### src/design/fsbp_regs.svh
// Offsets, field positions, reset values and limits of the status and portal registers.
// Assumes a 7-bit MPU address: byte address in byte mode, word address in word mode.
`ifndef FSBP_REGS_SVH
`define FSBP_REGS_SVH
`define FSBP_STATUS_BYTE_ADDR   7'h1C
`define FSBP_STATUS_WORD_ADDR   7'h0E
`define FSBP_PORTAL_BYTE_FIRST  7'h40
`define FSBP_PORTAL_BYTE_LAST   7'h5F
`define FSBP_PORTAL_WORD_FIRST  7'h20
`define FSBP_PORTAL_WORD_LAST   7'h2F
`define FSBP_BIT_MASTER_FOUND   0
`define FSBP_BIT_PART_FOUND     1
`define FSBP_BIT_MASTER_T12     2
`define FSBP_BIT_PART_T12       3
`define FSBP_BIT_MASTER_T16     4
`define FSBP_BIT_PART_T16       5
`define FSBP_BIT_COMPUTED_T12   6
`define FSBP_BIT_COMPUTED_T16   7
`define FSBP_STATUS_RESET       16'h0000
`define FSBP_DATA_RESET         16'h0000
`define FSBP_TYPE12_LIMIT       32'h0000_0FF5
`define FSBP_TYPE16_LIMIT       32'h0000_FFF5
`define FSBP_FIFO_DEPTH         32
`define FSBP_WORD_WIDTH         16
`endif

### src/design/fsbp_pkg.sv
// Types shared by the filesystem status and buffer portal logic.
// Assumes the constants of fsbp_regs.svh.
package fsbp_pkg;
  typedef logic [15:0] fsbp_word_t;
  typedef logic [6:0]  fsbp_addr_t;
  typedef enum logic [1:0] {
    FSBP_LANE_LOW  = 2'b01,
    FSBP_LANE_HIGH = 2'b10
  } fsbp_lane_e;
endpackage

### src/design/fsbp_portal.sv
// Filesystem status register and data buffer portal of the MPU port, with its two FIFOs.
// Assumes MPU strobes synchronous to core_clk_i and a parser that holds its findings as levels.
// How it works
// - Status shows current valid partition findings
// - Status at byte 1Ch-1Dh, word 0Eh
// - Bit 0 set for valid master record
// - Bit 1 set for valid partition record
// - Bit 2 mirrors master record type12 flag
// - Bit 3 mirrors partition record type12 flag
// - Bit 4 mirrors master record type16 flag
// - Bit 5 mirrors partition record type16 flag
// - Bit 6 set when clusters below 4085
// - Bit 7 set for clusters 4085 to 65524
// - Portal at byte 40h-5Fh, word 20h-2Fh
// - Portal moves data through internal buffer
// - Portal readable at direction 0, writable at 1
// - Portal low byte usable in both modes
`timescale 1ns/100ps
`include "fsbp_regs.svh"

module fsbp_fifo #(
  parameter int WIDTH = `FSBP_WORD_WIDTH,
  parameter int DEPTH = `FSBP_FIFO_DEPTH
) (
  // Clock and reset
  input  wire logic             core_clk_i,
  input  wire logic             reset_i,
  // Filling side
  input  wire logic             in_valid_i,
  input  wire logic [WIDTH-1:0] in_data_i,
  output logic                  in_ready_o,
  // Draining side
  output logic                  out_valid_o,
  output logic      [WIDTH-1:0] out_data_o,
  input  wire logic             out_ready_i
);
  localparam int AW = $clog2(DEPTH);

  logic [WIDTH-1:0] mem [DEPTH];
  logic [AW-1:0]    wr_ptr;
  logic [AW-1:0]    rd_ptr;
  logic [AW:0]      count;
  logic [AW:0]      next_count;
  logic [AW-1:0]    next_rd_ptr;
  logic             push;
  logic             pop;

  assign push = in_valid_i & in_ready_o;
  assign pop  = out_valid_o & out_ready_i;
  assign next_count = count + (AW+1)'(push) - (AW+1)'(pop);
  assign next_rd_ptr = rd_ptr + AW'(pop);

  // Head registered; bypass when the pushed word becomes the head
  always_ff @(posedge core_clk_i) begin
    if (push && wr_ptr == next_rd_ptr) begin
      out_data_o <= in_data_i;
    end else begin
      out_data_o <= mem[next_rd_ptr];
    end
  end

  always_ff @(posedge core_clk_i) begin
    if (push) begin
      mem[wr_ptr] <= in_data_i;
    end
  end

  always_ff @(posedge core_clk_i) begin
    if (reset_i) begin
      wr_ptr <= '0;
      rd_ptr <= '0;
    end else begin
      if (push) begin
        wr_ptr <= wr_ptr + 1'b1;
      end
      if (pop) begin
        rd_ptr <= rd_ptr + 1'b1;
      end
    end
  end

  // Flags are flops so both sides see clean levels
  always_ff @(posedge core_clk_i) begin
    if (reset_i) begin
      count       <= '0;
      in_ready_o  <= 1'b1;
      out_valid_o <= 1'b0;
    end else begin
      count       <= next_count;
      in_ready_o  <= next_count != (AW+1)'(DEPTH);
      out_valid_o <= next_count != '0;
    end
  end
endmodule // fsbp_fifo

module fsbp_portal
  import fsbp_pkg::*;
(
  // Clock and reset
  input  wire logic        core_clk_i,
  input  wire logic        reset_i,
  // MPU bus
  input  wire fsbp_addr_t  mpu_addr_i,
  input  wire logic        mpu_chip_en_n_i,
  input  wire logic        mpu_read_en_n_i,
  input  wire logic        mpu_write_en_n_i,
  input  wire fsbp_word_t  mpu_data_i,
  output fsbp_word_t       mpu_data_o,
  output logic             mpu_data_oe_o,
  // Bus mode and buffer direction
  input  wire logic        word_mode_i,
  input  wire logic        buffer_direction_i,
  output logic             buffer_ready_o,
  // Partition parser findings
  input  wire logic        master_record_found_i,
  input  wire logic        partition_record_found_i,
  input  wire logic        master_record_type12_i,
  input  wire logic        partition_record_type12_i,
  input  wire logic        master_record_type16_i,
  input  wire logic        partition_record_type16_i,
  input  wire logic [31:0] cluster_count_i,
  // Card side stream into the portal
  input  wire logic        card_rx_valid_i,
  input  wire fsbp_word_t  card_rx_data_i,
  output logic             card_rx_ready_o,
  // Card side stream out of the portal
  output logic             card_tx_valid_o,
  output fsbp_word_t       card_tx_data_o,
  input  wire logic        card_tx_ready_i
);

  function automatic logic status_hit(input fsbp_addr_t addr, input logic word_mode);
    if (word_mode) begin
      status_hit = addr == `FSBP_STATUS_WORD_ADDR;
    end else begin
      status_hit = addr[6:1] == 6'(`FSBP_STATUS_BYTE_ADDR >> 1);
    end
  endfunction

  function automatic logic portal_hit(input fsbp_addr_t addr, input logic word_mode);
    if (word_mode) begin
      portal_hit = addr >= `FSBP_PORTAL_WORD_FIRST && addr <= `FSBP_PORTAL_WORD_LAST;
    end else begin
      portal_hit = addr >= `FSBP_PORTAL_BYTE_FIRST && addr <= `FSBP_PORTAL_BYTE_LAST;
    end
  endfunction

  fsbp_word_t filesystem_status;
  fsbp_word_t next_status;
  fsbp_word_t next_rdata;
  fsbp_word_t low_hold;
  fsbp_word_t host_push_data;
  fsbp_word_t rx_head;
  fsbp_lane_e lane;
  logic       rd_act;
  logic       wr_act;
  logic       rd_act_q;
  logic       wr_act_q;
  logic       rd_take;
  logic       wr_take;
  logic       is_status;
  logic       is_portal;
  logic       host_push_valid;
  logic       host_pop;
  logic       tx_in_ready;
  logic       rx_out_valid;

  assign rd_act    = ~mpu_chip_en_n_i & ~mpu_read_en_n_i;
  assign wr_act    = ~mpu_chip_en_n_i & ~mpu_write_en_n_i;
  assign rd_take   = rd_act & ~rd_act_q;
  assign wr_take   = wr_act & ~wr_act_q;
  assign is_status = status_hit(mpu_addr_i, word_mode_i);
  assign is_portal = portal_hit(mpu_addr_i, word_mode_i);
  assign lane      = (!word_mode_i && mpu_addr_i[0]) ? FSBP_LANE_HIGH : FSBP_LANE_LOW;

  // One access per strobe assertion
  always_ff @(posedge core_clk_i) begin
    if (reset_i) begin
      rd_act_q <= 1'b0;
      wr_act_q <= 1'b0;
    end else begin
      rd_act_q <= rd_act;
      wr_act_q <= wr_act;
    end
  end

  always_comb begin
    next_status = `FSBP_STATUS_RESET;
    next_status[`FSBP_BIT_MASTER_FOUND] = master_record_found_i;
    next_status[`FSBP_BIT_PART_FOUND]   = partition_record_found_i;
    next_status[`FSBP_BIT_MASTER_T12]   = master_record_type12_i;
    next_status[`FSBP_BIT_PART_T12]     = partition_record_type12_i;
    next_status[`FSBP_BIT_MASTER_T16]   = master_record_type16_i;
    next_status[`FSBP_BIT_PART_T16]     = partition_record_type16_i;
    next_status[`FSBP_BIT_COMPUTED_T12] = cluster_count_i < `FSBP_TYPE12_LIMIT;
    // computed type16, exact 4085 counts here
    next_status[`FSBP_BIT_COMPUTED_T16] = cluster_count_i >= `FSBP_TYPE12_LIMIT &&
                                          cluster_count_i <  `FSBP_TYPE16_LIMIT;
  end

  // upper byte stays zero, no write path
  always_ff @(posedge core_clk_i) begin
    if (reset_i) begin
      filesystem_status <= `FSBP_STATUS_RESET;
    end else begin
      filesystem_status <= next_status;
    end
  end

  // writes only when direction is 1
  always_ff @(posedge core_clk_i) begin
    if (reset_i) begin
      low_hold <= `FSBP_DATA_RESET;
    end else if (wr_take && is_portal && buffer_direction_i && lane == FSBP_LANE_LOW) begin
      low_hold <= mpu_data_i;
    end
  end

  always_comb begin
    host_push_valid = 1'b0;
    host_push_data  = mpu_data_i;
    if (wr_take && is_portal && buffer_direction_i) begin
      // low byte first in byte mode
      if (word_mode_i) begin
        host_push_valid = 1'b1;
      end else if (lane == FSBP_LANE_HIGH) begin
        host_push_valid = 1'b1;
        host_push_data  = {mpu_data_i[7:0], low_hold[7:0]};
      end
    end
  end

  // reads only when direction is 0
  assign host_pop = rd_take && is_portal && !buffer_direction_i && rx_out_valid &&
                    (word_mode_i || lane == FSBP_LANE_HIGH);

  always_comb begin
    next_rdata = `FSBP_DATA_RESET;
    if (is_status) begin
      next_rdata = (lane == FSBP_LANE_HIGH) ? {8'h00, filesystem_status[15:8]}
                                            : filesystem_status;
    end else if (is_portal && !buffer_direction_i && rx_out_valid) begin
      if (word_mode_i) begin
        next_rdata = rx_head;
      end else if (lane == FSBP_LANE_HIGH) begin
        next_rdata = {8'h00, rx_head[15:8]};
      end else begin
        next_rdata = {8'h00, rx_head[7:0]};
      end
    end
  end

  // Read data captured once per strobe so a held strobe cannot pop twice
  always_ff @(posedge core_clk_i) begin
    if (reset_i) begin
      mpu_data_o <= `FSBP_DATA_RESET;
    end else if (rd_take) begin
      mpu_data_o <= next_rdata;
    end
  end

  always_ff @(posedge core_clk_i) begin
    if (reset_i) begin
      mpu_data_oe_o  <= 1'b0;
      buffer_ready_o <= 1'b0;
    end else begin
      mpu_data_oe_o  <= rd_act;
      buffer_ready_o <= buffer_direction_i ? tx_in_ready : rx_out_valid;
    end
  end

  fsbp_fifo #(
    .WIDTH (`FSBP_WORD_WIDTH),
    .DEPTH (`FSBP_FIFO_DEPTH)
  ) u_tx_fifo (
    .core_clk_i  (core_clk_i),
    .reset_i     (reset_i),
    .in_valid_i  (host_push_valid),
    .in_data_i   (host_push_data),
    .in_ready_o  (tx_in_ready),
    .out_valid_o (card_tx_valid_o),
    .out_data_o  (card_tx_data_o),
    .out_ready_i (card_tx_ready_i)
  );

  fsbp_fifo #(
    .WIDTH (`FSBP_WORD_WIDTH),
    .DEPTH (`FSBP_FIFO_DEPTH)
  ) u_rx_fifo (
    .core_clk_i  (core_clk_i),
    .reset_i     (reset_i),
    .in_valid_i  (card_rx_valid_i),
    .in_data_i   (card_rx_data_i),
    .in_ready_o  (card_rx_ready_o),
    .out_valid_o (rx_out_valid),
    .out_data_o  (rx_head),
    .out_ready_i (host_pop)
  );
endmodule // fsbp_portal

### config.mk
export PLATFORM = sky130hd
export DESIGN_NAME = fsbp_portal
export DESIGN_NICKNAME = d
export VERILOG_FILES = /design/src/design/fsbp_pkg.sv /design/src/design/fsbp_portal.sv
export VERILOG_INCLUDE_DIRS = /design/src /design/src/design
export SDC_FILE = /design/constraint.sdc
export NUM_CORES = 1
export LEC_CHECK = 0
export ABC_CLOCK_PERIOD_IN_PS = 5100
export BUFFER_PORTS_ARGS = -buffer_cell sky130_fd_sc_hd__clkbuf_2
export CAP_MARGIN = 0
export CORE_MARGIN = 1
export CORE_UTILIZATION = 30
export CTS_CLUSTER_SIZE = 24
export DETAILED_ROUTE_END_ITERATION = 10
export GPL_TIMING_DRIVEN = 0
export PLACE_DENSITY = 0.48
export SLEW_MARGIN = 10
export SYNTH_ARGS = -nofsm -noshare
export SYNTH_HDL_FRONTEND = slang
export SYNTH_HIERARCHICAL = 1
export SYNTH_SLANG_ARGS = --single-unit
export TNS_END_PERCENT = 1
### constraint.sdc
create_clock -name core_clk_i -period 5.1 [get_ports core_clk_i]
set_clock_uncertainty 0.15 [all_clocks]
set_input_delay 1.02 -clock core_clk_i [delete_from_list [all_inputs] [get_ports core_clk_i]]
set_output_delay 1.02 -clock core_clk_i [all_outputs]
set_load 0.02 [all_outputs]
==> results by group <==
Worst setup path
  – Required time at the worst-slack endpoint: about 3.9 ns
  – Crit. End Element: output port
  – Launch instance of the worst register-to-register path: u_rx_fifo/out_valid_o
  – Critical path arrival: 3.47 ns
  – Register-to-register setup slack: between 1 and 1.5 ns
  – Element type at the critical path start: flip-flop
  – End of the worst register-to-register path: u_rx_fifo/in_ready_o
  – Biggest fanout along the worst timing path: 10
  – Length in cells of the worst reg-to-reg path: 12
  – Crit path kind: flip-flop to output port

Route
  – Via-to-Cell Ratio: approximately 5
  – Post-Route WL: 114,000 µm
  – Average wire per standard cell: 25.3 µm
  – Total DRC errors in the routed layout: 0
  – Total via count after detailed routing: 22.0k
  – Detailed-routing iteration count for the pre-antenna-repair pass: 5
  – ANT nets after route: 0
  – Iter 0 DRT Violations: ~1.7k

Floorplanning
  – Die Span Y: ~380 µm
  – Area of the die: 145,000 µm²
  – I/O Pins: 122
  – Chip Width: 381 µm
  – # rows: roughly 140
  – Core region area: approximately 140,000 µm²
  – Starting utilization of the core area: 0.303

Clocking
  – Clock-pin slew on the worst setup and hold paths: 0.06 ns
  – Number of post-CTS setup repair buffers: 0
  – Clock insertion delay at the later pin of the skew report: approximately 0.72 ns
  – Hold Buf Count CTS: 0
  – Buffer levels on the longest clock path: 3
  – Number of levels the H-tree was split into: 3
  – CTS root buffer: sky130_fd_sc_hd__clkbuf_16
  – TritonCTS clock tree: done
  – Post-CTS Resized: 0
  – Sink Count: roughly 1.1k
  – Total CTS buffers: 113

Yosys
  – Number of synthesis warnings: 6
  – Synthesized area divided by synthesized cell count: 19.5 µm²
  – Post-synthesis sequential element count: 1,105
  – Synth Net Count: ~2.3k
  – Number of flops mapped to enable cells by yosys: 1,024
  – Synth cell types: 69
  – Main flop type after synthesis: sky130_fd_sc_hd__edfxtp_1
  – Sequential cell area fraction in the yosys report: 0.753
  – Share of async-settable or async-resettable flops after synthesis: 0
  – Post-synthesis instance area: approximately 43,000 µm²
  – Number of cells produced by synthesis: about 2.2k

Finish
  – Core utilization of the finished layout: 0.357
  – Area delta synth->final: 18.0%
  – Layout filler cell count: about 13k
  – Number of nets in the final layout: 2,615
  – Post-Layout Cell Count: 4,491
  – Area used by sequential logic in the layout: 32,400 µm²
  – Commonest cells after routing, fill and taps aside: sky130_fd_sc_hd__edfxtp_1 (1,024), sky130_fd_sc_hd__mux4_2 (190), sky130_fd_sc_hd__mux2i_1 (144)
  – Footprint of the multi-input gates: between 9000 and 10,000 µm²
  – Most common cell after layout, fill and taps aside: sky130_fd_sc_hd__edfxtp_1
  – Share of cells above drive strength 1: 0.281

STA
  – Actual slew at the worst max-slew pin: around 1.1 ns
  – Final Hold Vio Count: 0
  – Fin crit share: 0.911
  – Slew HR: 0.276
  – Setup WS post-layout: roughly 0.46 ns
  – Crit path time final: 4.64 ns
  – Summed negative setup slack over all endpoints: 0 ns
  – Slew Viols, Final: 0
  – Max Clk Rate: 0.215 GHz
  – RSZ-0062 raised after global routing: false
  – Finish-stage setup viols: 0

Place
  – Count of input and output buffers: between 100 and 150
  – Placed insts: between 4k and 5k
  – Routability-driven placement congestion ratio: 0.849
  – Setup slack after placement: 0.389 ns
  – Detail Placement HPWL: 77,200 µm

Global route
  – Maximum number of pins on one net before global-route repair: 33
  – Vias in the first global route: between 20k and 25k
  – Wire length of the first global-routing pass: 163,000 µm
  – Initial antenna violation count: 4
  – Gr ovfl total: 0
  – Overall fraction of global-route tracks in use: 0.156

Pwr
  – VDD IR-drop max: approximately 0.30 mV
  – Power Dens Cells: ~400 nW/µm²
  – Reported leakage power: between 15 and 20 nW

Worst hold path
  – Worst min path class: flip-flop to flip-flop
  – Worst Hold Launch: filesystem_status[1]
  – End point of the worst hold path: mpu_data_o[1]
  – Worst hold stages: 2

Flow run
  – Max-capacitance violation count: 0

Outcome
  – Result of the run: finished, final reports clean
-- critical path, cell delays in order, from the launching register on --
cell and delay [ns]:
sky130_fd_sc_hd__dfxtp_1 0.56, sky130_fd_sc_hd__nor2b_1 0.19, sky130_fd_sc_hd__clkbuf_1 0.24, sky130_fd_sc_hd__clkbuf_1 0.47, sky130_fd_sc_hd__a22oi_1 0.24, sky130_fd_sc_hd__a31oi_1 0.59, sky130_fd_sc_hd__nand3_1 0.24, sky130_fd_sc_hd__clkbuf_2 0.22
-- through the flow --
stage	power, mW	instance area [µm²]	hold slack [ns]
2_1_floorplan	11.4	43000	0.275
3_5_place_dp	12.3	47100	0.290
4_1_cts	20.5	50700	0.291
6_report	20.2	50700	0.318
5_1_grt	20.9	50700	0.324
3_3_place_gp	12.2	46000	0.294
-- registers in the layout, summed over array words and instances (netlist names), 5 cells and up, named ones only --
name	flops
filesystem_status	8
low_hold	8
mpu_data_o	16
u_rx_fifo/count	6
u_rx_fifo/mem	512
u_rx_fifo/rd_ptr	5
u_rx_fifo/wr_ptr	5
u_tx_fifo/count	6
u_tx_fifo/mem	512
u_tx_fifo/rd_ptr	5
u_tx_fifo/wr_ptr	5
-- cell usage after synthesis, drive strengths merged, types with 3 or more instances --
| cell type | n | area (µm²) |
|---|---|---|
| nand2 | 35 | 131 |
| nor4 | 22 | 238 |
| mux4 | 192 | 4330 |
| xor2 | 12 | 105 |
| a31oi | 16 | 100 |
| a21oi | 26 | 130 |
| buf | 76 | 528 |
| nor3 | 7 | 35.0 |
| a22oi | 72 | 541 |
| nand4 | 8 | 50.1 |
| nor3b | 5 | 42.5 |
| o21ai | 13 | 65.1 |
| nor2b | 35 | 219 |
| and2 | 4 | 25.0 |
| a22o | 8 | 70.1 |
| or2 | 3 | 21.3 |
| or3 | 8 | 50.1 |
| o22ai | 80 | 500 |
| xnor2 | 12 | 105 |
| clkbuf | 36 | 136 |
| or3b | 7 | 61.3 |
| nor2 | 97 | 372 |
| ha | 22 | 275 |
| and3b | 3 | 26.3 |
| edfxtp | 1024 | 30700 |
| mux2i | 144 | 1440 |
| nand3b | 9 | 71.3 |
| nand3 | 49 | 245 |
| dfxtp | 81 | 1620 |
| mux2 | 16 | 218 |
| and3 | 6 | 37.5 |
| inv | 45 | 169 |
| a21o | 4 | 30.0 |
-- worst max path at each step --
stage / from / end / slack, ns
5_1_grt: flip-flop / card_tx_data_o[5] / 0.30
6_report: flip-flop / card_tx_data_o[5] / 0.46
2_1_floorplan: mpu_addr_i[6] / u_rx_fifo/in_ready_o / 0.98
3_5_place_dp: word_mode_i / u_tx_fifo/mem[14][8] / 0.39
3_3_place_gp: word_mode_i / u_tx_fifo/mem[23][6] / -0.84
4_1_cts: flip-flop / card_tx_data_o[5] / 0.33
-- logic make-up (layout without fill, tap and decap cells) --
family,after synthesis,after routing,share of synthesized area
fa+ha+maj,24,24,0.00733
xor+xnor,24,24,0.00489
simple gates,306,306,0.0397
mux,352,352,0.139
flops,1105,1105,0.753
compound gates,232,232,0.0363
other cells,0,1,0
buf+inv,159,557,0.0196
-- power by group --
part           leakage [nW]  internal, mW  switching (mW)
clock                  1.77          4.69            3.46
sequential             9.87          10.0          0.0830
combinational          4.25         0.709            1.26
total                  15.9          15.4            4.81
-- metal layers --
metal / track usage / part of all wire
met1: 0.216 / 0.44
met4: 0.0362 / 0.018
met3: 0.0293 / 0.056
met2: 0.253 / 0.48
met5: 0 / 0.00011
-- layout make-up --
| class | count | share of cell area |
|---|---|---|
| antenna | 1 | 0.0000493 |
| buffer | 112 | 0.0131 |
| clock buffer | 157 | 0.0610 |
| clock inverter | 53 | 0.0112 |
| inverter | 47 | 0.00348 |
| multi-input combinational | 938 | 0.196 |
| sequential | 1105 | 0.638 |
| tap | 1890 | 0.0466 |
| timing repair buffer | 188 | 0.0298 |
Note: power is estimated with default switching activity, not from simulation.
